### config.mk
export PLATFORM = sky130hd
export DESIGN_NAME = scs_self_cal
export DESIGN_NICKNAME = d
export VERILOG_FILES = /design/src/rtl/scs_pkg.sv /design/src/rtl/scs_self_cal.sv /design/src/rtl/scs_zone_mem.sv
export VERILOG_INCLUDE_DIRS = /design/src /design/src/rtl
export SDC_FILE = /design/constraint.sdc
export NUM_CORES = 2
export LEC_CHECK = 0
export BUFFER_PORTS_ARGS = -buffer_cell sky130_fd_sc_hd__buf_2
export CAP_MARGIN = 20
export CELL_PAD_IN_SITES_DETAIL_PLACEMENT = 0
export CELL_PAD_IN_SITES_GLOBAL_PLACEMENT = 2
export CORE_MARGIN = 2
export CORE_UTILIZATION = 45
export DETAILED_ROUTE_END_ITERATION = 10
export GPL_TIMING_DRIVEN = 0
export PLACE_DENSITY_LB_ADDON = 0.1
export SLEW_MARGIN = 20
export SYNTH_ARGS = -nofsm -noshare
export SYNTH_HDL_FRONTEND = slang
export SYNTH_SLANG_ARGS = --single-unit
### constraint.sdc
create_clock -name ref_clk -period 14.7 [get_ports ref_clk]
set_input_delay 1.47 -clock ref_clk [delete_from_list [all_inputs] [get_ports ref_clk]]
set_output_delay 1.47 -clock ref_clk [all_outputs]
set_load 0.02 [all_outputs]
### src/rtl/scs_params.svh
// Constants of the self-calibration scheduler.
// Assumes one drive clock of 125 MHz; included by bare name.
`ifndef SCS_PARAMS_SVH
`define SCS_PARAMS_SVH

// Clock and timechart
`define SCS_CLK_PERIOD_NS    8
`define SCS_TICK_NS          1000000
`define SCS_TICK_CYCLES      (`SCS_TICK_NS / `SCS_CLK_PERIOD_NS)
`define SCS_CAL_INTERVAL_MIN 30
`define SCS_MS_PER_MIN       60000
`define SCS_INTERVAL_TICKS   (`SCS_CAL_INTERVAL_MIN * `SCS_MS_PER_MIN)

// Zone tables
`define SCS_ZONES            14
`define SCS_ZONE_W           4
`define SCS_DATA_W           16

// Fixed-point gain ratio, target gain equals one
`define SCS_GAIN_FRAC        14
`define SCS_GAIN_ONE         16'h4000
`define SCS_FORCE_ZERO       16'h0000

`endif

### src/rtl/scs_pkg.sv
// Types of the self-calibration scheduler.
// Assumes nothing beyond the compile order.
`include "scs_params.svh"
package scs_pkg;

  typedef enum logic [4:0] {
    ST_IDLE = 5'b00001,
    ST_SA   = 5'b00010,
    ST_MEAS = 5'b00100,
    ST_WR   = 5'b01000,
    ST_CMD  = 5'b10000
  } scs_state_t;

  typedef logic [`SCS_ZONE_W-1:0] scs_zone_t;

endpackage

### src/rtl/scs_self_cal.sv
// Self-calibration scheduler and actuator current compensation.
// Assumes host command, system area and measurement logic on ref_clk.
//
// Summary of operation
// - A self-calibration runs right after reset before the drive declares itself ready.
// - A recalibrate command from the host starts a self-calibration when the drive is ready and idle or in a timed calibration.
// - After power-on a self-calibration is repeated about every 30 minutes forever.
// - Timed calibrations fall due at 30, 60, 90, 120, 150 minutes of accumulated time and on.
// - A host command arriving during a timed calibration abandons it and starts at once.
// - When the pre-empting command has finished its disk work the calibration starts again.
// - The wait from command arrival to its start during a timed calibration stays under 100 ms.
// - The stored balancing current is added to the requested actuator current.
// - Force offsets are kept for 14 zones and updated from the system area factory values plus the measured offsets.
// - Loop-gain compensation is stored as measured gain over target gain.
// - The actuator current is multiplied by the gain ratio to keep loop gain constant.
// - Gain ratios are kept for 14 partitions, each the product of its system area value and the measured gain.
// - Ready, and with it host commands, comes only after the power-on calibration.
`include "scs_params.svh"
`timescale 1ns/1ps
`default_nettype none

module scs_self_cal #(
  parameter int ZONES          = `SCS_ZONES,
  parameter int DW             = `SCS_DATA_W,
  parameter int TICK_CYCLES    = `SCS_TICK_CYCLES,
  parameter int INTERVAL_TICKS = `SCS_INTERVAL_TICKS
) (
  // Clock and reset
  input  wire logic              ref_clk,
  input  wire logic              reset_n,
  // Host command
  input  wire logic              cmd_req,
  input  wire logic              cmd_recal,
  input  wire logic              cmd_done,
  output var  logic              cmd_start_q,
  output var  logic              recal_done_q,
  output var  logic              drive_ready_q,
  output var  logic              cal_busy_q,
  // System area factory values
  output var  logic              sa_rd_req_q,
  output var  scs_pkg::scs_zone_t sa_zone_q,
  input  wire logic              sa_rd_valid,
  input  wire logic [DW-1:0]     sa_force,
  input  wire logic [DW-1:0]     sa_gain,
  // Measurement with disturbance injection
  output var  logic              dist_en_q,
  input  wire logic              meas_valid,
  input  wire logic [DW-1:0]     meas_force,
  input  wire logic [DW-1:0]     meas_gain,
  // Actuator current path
  input  wire logic              cur_valid,
  input  wire logic [DW-1:0]     cur_req,
  input  wire scs_pkg::scs_zone_t cur_zone,
  output var  logic              vcm_valid_q,
  output var  logic [DW-1:0]     vcm_cur_q
);
  import scs_pkg::*;
  localparam int TW = $clog2(TICK_CYCLES + 1);
  localparam int MW = $clog2(INTERVAL_TICKS + 1);
  localparam scs_zone_t LAST_ZONE = scs_zone_t'(ZONES - 1);
  ////////////////////////////////////////////////////////////////////////////
  // Timechart from power-on
  logic [TW-1:0] tick_q;
  logic [MW-1:0] ms_q;
  wire           tick_wrap = (tick_q == TW'(TICK_CYCLES - 1));
  wire           due       = tick_wrap && (ms_q == MW'(INTERVAL_TICKS - 1));
  always_ff @(posedge ref_clk or negedge reset_n) begin
    if (!reset_n) begin
      tick_q <= '0;
      ms_q   <= '0;
    end else begin
      tick_q <= tick_wrap ? '0 : tick_q + TW'(1);
      if (tick_wrap) begin
        ms_q <= due ? '0 : ms_q + MW'(1);
      end
    end
  end

  ////////////////////////////////////////////////////////////////////////////
  // Scheduler
  scs_state_t st_q, st_d;
  scs_zone_t  zone_q, zone_d;
  logic       timed_q, timed_d, pend_q, go_sa;
  logic [DW-1:0] sa_force_q, sa_gain_q, m_force_q, m_gain_q;
  wire cal_act   = (st_q == ST_SA) || (st_q == ST_MEAS) || (st_q == ST_WR);
  wire accept    = cmd_req && drive_ready_q && ((st_q == ST_IDLE) || (cal_act && timed_q));
  wire recal_tk  = accept && cmd_recal;
  wire preempt   = accept && !cmd_recal && cal_act;
  wire cal_end   = (st_q == ST_WR) && (zone_q == LAST_ZONE) && !accept;
  wire pend_set  = due || preempt;
  wire pend_clr  = go_sa && (zone_d == '0) && !recal_tk;
  always_comb begin
    st_d    = st_q;
    zone_d  = zone_q;
    timed_d = timed_q;
    go_sa   = 1'b0;
    if (recal_tk) begin
      st_d    = ST_SA;
      zone_d  = '0;
      timed_d = 1'b0;
      go_sa   = 1'b1;
    end else if (accept) begin
      st_d = ST_CMD;
    end else begin
      unique case (st_q)
        ST_IDLE: begin
          if (pend_q) begin
            st_d    = ST_SA;
            zone_d  = '0;
            timed_d = drive_ready_q;
            go_sa   = 1'b1;
          end
        end
        ST_SA: begin
          if (sa_rd_valid) begin
            st_d    = ST_MEAS;
          end
        end
        ST_MEAS: begin
          if (meas_valid) begin
            st_d = ST_WR;
          end
        end
        ST_WR: begin
          if (zone_q == LAST_ZONE) begin
            st_d = ST_IDLE;
          end else begin
            st_d   = ST_SA;
            zone_d = zone_q + scs_zone_t'(1);
            go_sa  = 1'b1;
          end
        end
        ST_CMD: begin
          if (cmd_done && pend_q) begin
            st_d    = ST_SA;
            zone_d  = '0;
            timed_d = 1'b1;
            go_sa   = 1'b1;
          end else if (cmd_done) begin
            st_d = ST_IDLE;
          end
        end
      endcase
    end
  end
  always_ff @(posedge ref_clk or negedge reset_n) begin
    if (!reset_n) begin
      st_q    <= ST_IDLE;
      zone_q  <= '0;
      timed_q <= 1'b0;
      pend_q  <= 1'b1;
    end else begin
      st_q    <= st_d;
      zone_q  <= zone_d;
      timed_q <= timed_d;
      pend_q  <= pend_set | (pend_q & ~pend_clr);
    end
  end

  always_ff @(posedge ref_clk or negedge reset_n) begin
    if (!reset_n) begin
      cmd_start_q   <= 1'b0;
      recal_done_q  <= 1'b0;
      drive_ready_q <= 1'b0;
      cal_busy_q    <= 1'b0;
      sa_rd_req_q   <= 1'b0;
      sa_zone_q     <= '0;
      dist_en_q     <= 1'b0;
    end else begin
      cmd_start_q   <= accept && !cmd_recal;
      recal_done_q  <= cal_end && !timed_q && drive_ready_q;
      drive_ready_q <= drive_ready_q | cal_end;
      cal_busy_q    <= (st_d == ST_SA) || (st_d == ST_MEAS) || (st_d == ST_WR);
      sa_rd_req_q   <= go_sa;
      sa_zone_q     <= zone_d;
      dist_en_q     <= (st_d == ST_MEAS);
    end
  end

  always_ff @(posedge ref_clk or negedge reset_n) begin
    if (!reset_n) begin
      sa_force_q <= '0;
      sa_gain_q  <= '0;
      m_force_q  <= '0;
      m_gain_q   <= '0;
    end else begin
      if ((st_q == ST_SA) && sa_rd_valid) begin
        sa_force_q <= sa_force;
        sa_gain_q  <= sa_gain;
      end
      if ((st_q == ST_MEAS) && meas_valid) begin
        m_force_q <= meas_force;
        m_gain_q  <= meas_gain;
      end
    end
  end

  ////////////////////////////////////////////////////////////////////////////
  // Zone tables
  wire                 tbl_wr   = (st_q == ST_WR) && !accept;
  wire signed [DW:0]   f_sum    = $signed({sa_force_q[DW-1], sa_force_q})
                                  + $signed({m_force_q[DW-1], m_force_q});
  wire [2*DW-1:0]      g_prod   = sa_gain_q * m_gain_q;
  wire [2*DW-1:0]      g_shift  = g_prod >> `SCS_GAIN_FRAC;
  wire                 f_ovf    = (f_sum[DW] != f_sum[DW-1]);
  wire [DW-1:0]        f_wr     = f_ovf ? {f_sum[DW], {(DW-1){~f_sum[DW]}}}
                                        : f_sum[DW-1:0];
  wire [DW-1:0]        g_wr     = (|g_shift[2*DW-1:DW]) ? '1 : g_shift[DW-1:0];
  logic [DW-1:0]       force_rd, gain_rd;
  scs_zone_mem #(.W(DW), .DEPTH(ZONES), .AW(`SCS_ZONE_W), .INIT(`SCS_FORCE_ZERO)) u_force (
    .ref_clk   (ref_clk),
    .reset_n   (reset_n),
    .wr_en     (tbl_wr),
    .wr_addr   (zone_q),
    .wr_data   (f_wr),
    .rd_addr   (cur_zone),
    .rd_data_q (force_rd)
  );
  scs_zone_mem #(.W(DW), .DEPTH(ZONES), .AW(`SCS_ZONE_W), .INIT(`SCS_GAIN_ONE)) u_gain (
    .ref_clk   (ref_clk),
    .reset_n   (reset_n),
    .wr_en     (tbl_wr),
    .wr_addr   (zone_q),
    .wr_data   (g_wr),
    .rd_addr   (cur_zone),
    .rd_data_q (gain_rd)
  );

  ////////////////////////////////////////////////////////////////////////////
  // Actuator current compensation
  logic [DW-1:0] cur_s1_q;
  logic          val_s1_q;
  wire signed [2*DW:0]   c_prod  = $signed(cur_s1_q) * $signed({1'b0, gain_rd});
  wire signed [2*DW:0]   c_scl   = c_prod >>> `SCS_GAIN_FRAC;
  wire signed [2*DW+1:0] c_sum   = {c_scl[2*DW], c_scl}
                                   + {{(DW+2){force_rd[DW-1]}}, force_rd};
  wire                   c_hi    = (c_sum > $signed((2*DW+2)'({1'b0, {(DW-1){1'b1}}})));
  wire                   c_lo    = (c_sum < -$signed((2*DW+2)'({1'b1, {(DW-1){1'b0}}})));
  wire [DW-1:0]          c_out   = c_hi ? {1'b0, {(DW-1){1'b1}}}
                                 : c_lo ? {1'b1, {(DW-1){1'b0}}} : c_sum[DW-1:0];
  always_ff @(posedge ref_clk or negedge reset_n) begin
    if (!reset_n) begin
      cur_s1_q    <= '0;
      val_s1_q    <= 1'b0;
      vcm_cur_q   <= '0;
      vcm_valid_q <= 1'b0;
    end else begin
      cur_s1_q    <= cur_req;
      val_s1_q    <= cur_valid;
      vcm_cur_q   <= val_s1_q ? c_out : vcm_cur_q;
      vcm_valid_q <= val_s1_q;
    end
  end
endmodule // scs_self_cal

`default_nettype wire

### src/rtl/scs_zone_mem.sv
// Per-zone table with one write port and a registered read port.
// Assumes writer and reader share ref_clk.
`timescale 1ns/1ps
`default_nettype none

module scs_zone_mem #(
  parameter int              W     = 16,
  parameter int              DEPTH = 14,
  parameter int              AW    = 4,
  parameter logic [W-1:0]    INIT  = '0
) (
  // Clock and reset
  input  wire logic          ref_clk,
  input  wire logic          reset_n,
  // Write port
  input  wire logic          wr_en,
  input  wire logic [AW-1:0] wr_addr,
  input  wire logic [W-1:0]  wr_data,
  // Read port
  input  wire logic [AW-1:0] rd_addr,
  output var  logic [W-1:0]  rd_data_q
);

  logic [W-1:0] mem_q [DEPTH];

  always_ff @(posedge ref_clk or negedge reset_n) begin
    if (!reset_n) begin
      for (int i = 0; i < DEPTH; i++) begin
        mem_q[i] <= INIT;
      end
    end else if (wr_en && (int'(wr_addr) < DEPTH)) begin
      mem_q[wr_addr] <= wr_data;
    end
  end

  always_ff @(posedge ref_clk or negedge reset_n) begin
    if (!reset_n) begin
      rd_data_q <= INIT;
    end else if (int'(rd_addr) < DEPTH) begin
      rd_data_q <= mem_q[rd_addr];
    end else begin
      rd_data_q <= INIT;
    end
  end

endmodule // scs_zone_mem

`default_nettype wire

# After elaboration in Yosys (flattened, before gate mapping)
# Cells that the tools add are included.
# op_classes
n_mul,2
n_bitwise,7
eq_ne,15
order_cmp,7
n_addsub,5
n_mux,44
reduce_logical,33
div,0
shift,0
# op_table
operator,n
$bwmux W224,2
$mux W16,11
$bmux W16 S4,2
$demux W16 S4,1
$mux W5,7
$mul A16 B17 Y33,1
$mul A16 B16 Y32,1
$pmux W5 S5,1
$add A21 B1 Y21 const B,1
$eq A21 B21 Y1 const B,1
$mux W21,1
$add A19 B16 Y20,1
$gt A20 B16 Y1 const B,1
$lt A20 B16 Y1 const B,1
$mux W4,5
$logic_and A1 B1 Y1,19
$add A16 B16 Y17,1
$add A17 B1 Y17 const B,1
$eq A17 B17 Y1 const B,1
$mux W17,1
$pmux W4 S3,1
$eq A5 B2 Y1 const B,2
$eq A5 B3 Y1 const B,2
$eq A5 B4 Y1 const B,2
other kinds (24),46
# word_totals
register_bits,633
mem_count,0
latch_bits,0
ram_bits,0
in_bits,92
romBits,0
word_cells,163
out_inout_bits,27

# Logic depth before layout (Yosys ltp)
# logic_depth
ltp_word,14
ltp_mapped,33

# By module
# Synthesis repeated with hierarchy kept, for this count alone.
# unflattened
hier_cells,4073
area_unflattened_um2,46289.4
# by_module_without_submodules
mod,cells_each,area_per_inst_um2,instances
scs_self_cal,2637,24652.4,1
scs_zone_mem at u_gain,691,10826.6,1
scs_zone_mem at u_force,745,10810.4,1

# Worst setup path before layout
# OpenSTA, ideal clock, no wires.
# synth_timing
kind,register to register
startpoint,reg u_gain.rd_data_q[14]
endpoint,reg vcm_cur_q[10]
t_required_ps,14634
path_slack_ps,6749
path_stages_with_launch,29
arrival_ps,7884
synth_period_minus_slack_ps,7951
path_cell_list,dfstp_2 clkbuf_1 nand2_1 fa_1 fa_1 inv_1 fa_1 fa_1 fa_1 inv_1 fa_1 inv_1 ha_1 nand2_1 or2_2 o21bai_1 a211oi_1 or4b_1 o2111ai_1 ha_1 a21oi_1 o21ai_1 a2111o_1 a31o_2 a21oi_1 a31oi_1 o41ai_4 buf_4 a221o_1
# synth_between
elab_chain_len,5
# synth_lines
item,line_no,text
start: declaration,scs_zone_mem.sv:21,output var logic [W-1:0] rd_data_q
start signal: assignment,scs_zone_mem.sv:40,rd_data_q <= mem_q[rd_addr];
$mul A16 B17 Y33 *,scs_self_cal.sv:233,"wire signed [2*DW:0] c_prod = $signed(cur_s1_q) * $signed({1'b0, gain_rd});"
$add A19 B16 Y20 *,scs_self_cal.sv:236,"+ {{(DW+2){force_rd[DW-1]}}, force_rd};"
$lt A20 B16 Y1,scs_self_cal.sv:238,"wire c_lo = (c_sum < -$signed((2*DW+2)'({1'b1, {(DW-1){1'b0}}})));"
$mux W16,scs_self_cal.sv:240,": c_lo ? {1'b1, {(DW-1){1'b0}}} : c_sum[DW-1:0];"
$mux W16 *,scs_self_cal.sv:239,"wire [DW-1:0] c_out = c_hi ? {1'b0, {(DW-1){1'b1}}}"
end signal: assignment,scs_self_cal.sv:250,vcm_cur_q <= val_s1_q ? c_out : vcm_cur_q;
end: declaration,scs_self_cal.sv:55,output var logic [DW-1:0] vcm_cur_q
# Mark *: on every way between the ends. The rest lies on a longest branch, timed or not.
# A chain may end at the register's enable or synchronous reset.

# Worst setup path in the final report
# layout_timing
startpoint,reg u_gain.rd_data_q[9]
endpoint,reg vcm_cur_q[8]
# The elaborated chain is that of the path after synthesis.

==> impl_results.rst <==
.. list-table::
   :header-rows: 1

   * - Metric
     - Value
   * - Critical Path RT
     - ~15 ns
   * - Normalized max-slew margin
     - 29.4%
   * - Number of buffers added by the clock tree synthesis step
     - 77
   * - Routability congestion estimate
     - 0.860
   * - Overall routed net length
     - 133000 µm
   * - Number of global-route vias before repair
     - ~34000
   * - Area Overhead vs Synth
     - 11.2%
   * - Final worst-path setup slack
     - about 5.0 ns
   * - Final HPWL DP
     - 103000 µm
   * - DRC violation count after routing
     - 0
   * - Detailed Routing Iterations Pass 1
     - 5
   * - Min Tclk post-route
     - between 9 and 10 ns
   * - Number of setup buffers added after CTS
     - 0
   * - Post-synth top flop
     - dfrtp_1
   * - Initial detailed-routing violation count
     - 2290
   * - Outcome
     - complete, no violations
   * - Synthesized netlist cell count
     - around 4400
   * - Start-to-end type of the worst setup path
     - flop to flop
   * - Count of H-tree levels built during CTS
     - 3
   * - Worst vdd ir
     - ~0.085 mV
   * - Die Span X
     - 320 µm
   * - Max-capacitance violation count
     - 0
   * - Worst r2r path cells
     - 30
   * - Final hold violations
     - 0
   * - All-layer global routing usage
     - between 20% and 30%
   * - Detail Route Antenna Nets
     - 0
   * - Unrepaired setup endpoints after global routing
     - false
   * - Pwr/cell area
     - 79.5 nW/µm²
   * - Register-to-register setup slack
     - 5.03 ns
   * - Highest net fanout along the worst path
     - 10
   * - Buffers added on ports
     - around 120
   * - First-pass GRT wire length
     - roughly 210000 µm
   * - Die height
     - 320 µm
   * - Period utilization
     - between 60% and 70%
   * - Boundary pin count
     - approximately 120
   * - Global route overflow
     - 0
   * - Slowest cell on the critical path
     - dfrtp_1
   * - Power consumption
     - 3.96 mW
   * - Starting density of the core
     - between 40% and 50%
   * - Diode insertion count for antenna repair
     - 0
   * - Clk_skew
     - about 0.034 ns
   * - Data arrival time of the worst path
     - slightly above 10 ns
   * - Post-synthesis instance area
     - 44900 µm²
   * - Sequential-to-total area share from yosys stat
     - 35.4%
   * - Post-detailed-route via-to-cell ratio
     - 5.47
   * - Cell at the root of the clock tree
     - clkbuf_16
   * - FP Rows
     - about 120
   * - Cell depth of the worst hold path
     - 2
   * - Upper clock frequency limit
     - between 0.1 and 0.15 GHz
   * - Die area
     - slightly above 100000 µm²
   * - Number of flops mapped to enable cells by yosys
     - 0
   * - Cell occurring most often along the worst timing path
     - fa_1
   * - Worst hold path class
     - flop to flop
   * - Yosys warnings
     - 0
   * - Share of layout cells above drive strength 1
     - 12.0%
   * - Post-CTS Resized
     - 0
   * - Hold slack
     - 0.479 ns
   * - Initial antenna violation count
     - 2
   * - Kind of launch point of the worst setup path
     - flop
   * - Clock-pin slew reported for the worst setup and hold paths after clock tree synthesis
     - approximately 0.06 ns
   * - Core Box Area
     - 98600 µm²
   * - Maximum clock path buffer count
     - 3
   * - Leakage power total
     - about 24 nW
   * - Number of nets in the finished design
     - about 5400
   * - Count of distinct cell types in the synthesized netlist
     - between 80 and 90
   * - Post-synthesis net count
     - ~5200
   * - Per-cell routed wire length
     - about 22 µm
   * - FFs w/ async S/R, synth
     - 100%
   * - DR vias
     - 32700
   * - Hold bufs inserted after CTS
     - 0
   * - Number of setup violations in the final report
     - 0
   * - Slew at the pin closest to its max-slew limit
     - approximately 1.1 ns
   * - Crit end category
     - flop
   * - Crit path largest cell delay
     - roughly 0.66 ns
   * - Final Core Density
     - 50.6%
   * - Final slew viol count
     - 0
   * - Mean instance size in the synthesized netlist
     - between 10 and 15 µm²
   * - Clock sink total
     - between 600 and 700
   * - Largest net degree at the start of global routing
     - 97
   * - Clock tree from TritonCTS
     - yes
   * - Clock Latency Late Sink
     - about 0.66 ns
   * - Post-place setup slack
     - around 5.1 ns
   * - Flops & latches, synth
     - roughly 630
-- cells in the mapped netlist, types with 6 or more instances --
| library cell | count | area [µm²] |
|---|---|---|
| a21oi_2 | 10 | 87.6 |
| o21ai_1 | 169 | 846 |
| nor2_1 | 295 | 1110 |
| o31ai_1 | 6 | 45.0 |
| fa_1 | 388 | 7770 |
| nand2_1 | 589 | 2210 |
| a211o_1 | 8 | 70.1 |
| mux2i_1 | 68 | 681 |
| ha_1 | 262 | 3280 |
| dfrtp_1 | 616 | 15400 |
| a221o_1 | 15 | 150 |
| o211ai_1 | 7 | 52.6 |
| xnor2_1 | 43 | 377 |
| xor2_1 | 40 | 350 |
| dfstp_2 | 17 | 447 |
| inv_1 | 474 | 1780 |
| nor3_1 | 16 | 80.1 |
| o221ai_1 | 31 | 272 |
| o21ai_0 | 81 | 405 |
| a21o_1 | 28 | 210 |
| buf_1 | 37 | 139 |
| nand3_1 | 47 | 235 |
| buf_2 | 38 | 190 |
| clkbuf_1 | 184 | 691 |
| a21oi_1 | 288 | 1440 |
| nand2b_1 | 24 | 150 |
| and2_1 | 219 | 1370 |
| mux2_2 | 104 | 1170 |
| o21a_1 | 10 | 75.1 |
| a211oi_1 | 7 | 52.6 |
| o21bai_1 | 11 | 82.6 |
| nand3b_1 | 6 | 45.0 |
| nor2_2 | 9 | 56.3 |
| nor2b_1 | 11 | 68.8 |
| nand4_1 | 17 | 106 |
| a31oi_1 | 13 | 81.3 |
| and3_1 | 27 | 169 |
| mux4_2 | 95 | 2140 |
-- metrics by stage --
step / setup TNS, ns / cell area (µm²) / cells
5_1_grt: 0 / 49900 / 5968
6_report: 0 / 49900 / 5968
3_5_place_dp: 0 / 47300 / 5828
3_3_place_gp: -1187.63 / 47100 / 5818
4_1_cts: 0 / 49900 / 5968
2_1_floorplan: 0 / 44900 / 4416
-- placed cells by master, fill, tap and decap left out, types with 40 or more instances in the layout --
cell and n:
o21ai_1 169, mux2_2 104, mux4_2 95, nand3_1 47
nand2_1 589, buf_2 157, dfrtp_1 616, nor2_1 295
o21ai_0 81, inv_1 474, clkbuf_16 79, a21oi_1 288
fa_1 388, ha_1 262, xor2_1 40, xnor2_1 43
mux2i_1 68, clkbuf_1 203, and2_1 219
-- registers in the layout, indices dropped and copies added, names as in the netlist, 17 cells and up --
| name | cells |
|---|---|
| u_force.mem_q | 224 |
| tick_q | 17 |
| u_gain.mem_q | 224 |
| ms_q | 21 |
-- power breakdown --
group	internal (mW)	switching, mW
Sequential	1.76	0.0130
Combinational	0.0938	0.177
Clock	1.13	0.800
Total	2.97	0.990
-- critical path: cells and delay by family, from the launching register on --
family                     cells  cell delay [ns]
adders and majority gates      8             3.71
AOI/OAI and AO/OA             15             3.40
buffers and inverters          5             1.10
and+or+nand+nor                2             0.70
DFF                            1             0.66
-- cells by family after synthesis --
group	after synthesis	share of synthesized area (%)
AOI/OAI and AO/OA	746	10.0
xor gates and xnor gates	83	1.62
adders and majority gates	650	24.6
buffers and inverters	739	6.35
DFF	633	35.4
muxes	267	8.90
and+or+nand+nor	1298	13.1
-- area by class of cell --
class	count	area (µm²)
repair buffers	125	822
inverters	475	1780
clock buffers	116	2270
plain buffers	264	1080
multi-input cells	3044	26200
flip-flops and latches	633	15900
clock inverters	24	287
well taps	1287	1610
fillers	9319	48700
-- routing by layer --
metal	routed length (µm)	GRT usage, %	vias up
met3	7010	4.84	213
li1	-	-	15000
met1	59200	37.2	16700
met2	61900	43.1	714
met5	13	0	-
met4	4690	9.03	2
-- final timing paths --
check / to / startpoint
hold / removal: u_gain.mem_q[98] / u_gain.mem_q[98]
setup / recovery: vcm_cur_q[8] / u_gain.rd_data_q[9]
hold reg to reg: u_gain.mem_q[98] / u_gain.mem_q[98]
max in group asynchronous: u_gain.mem_q[185] / reset_n
setup reg to reg: vcm_cur_q[8] / u_gain.rd_data_q[9]
min in group asynchronous: cur_s1_q[7] / reset_n
Note: power is estimated with default switching activity, not from simulation.
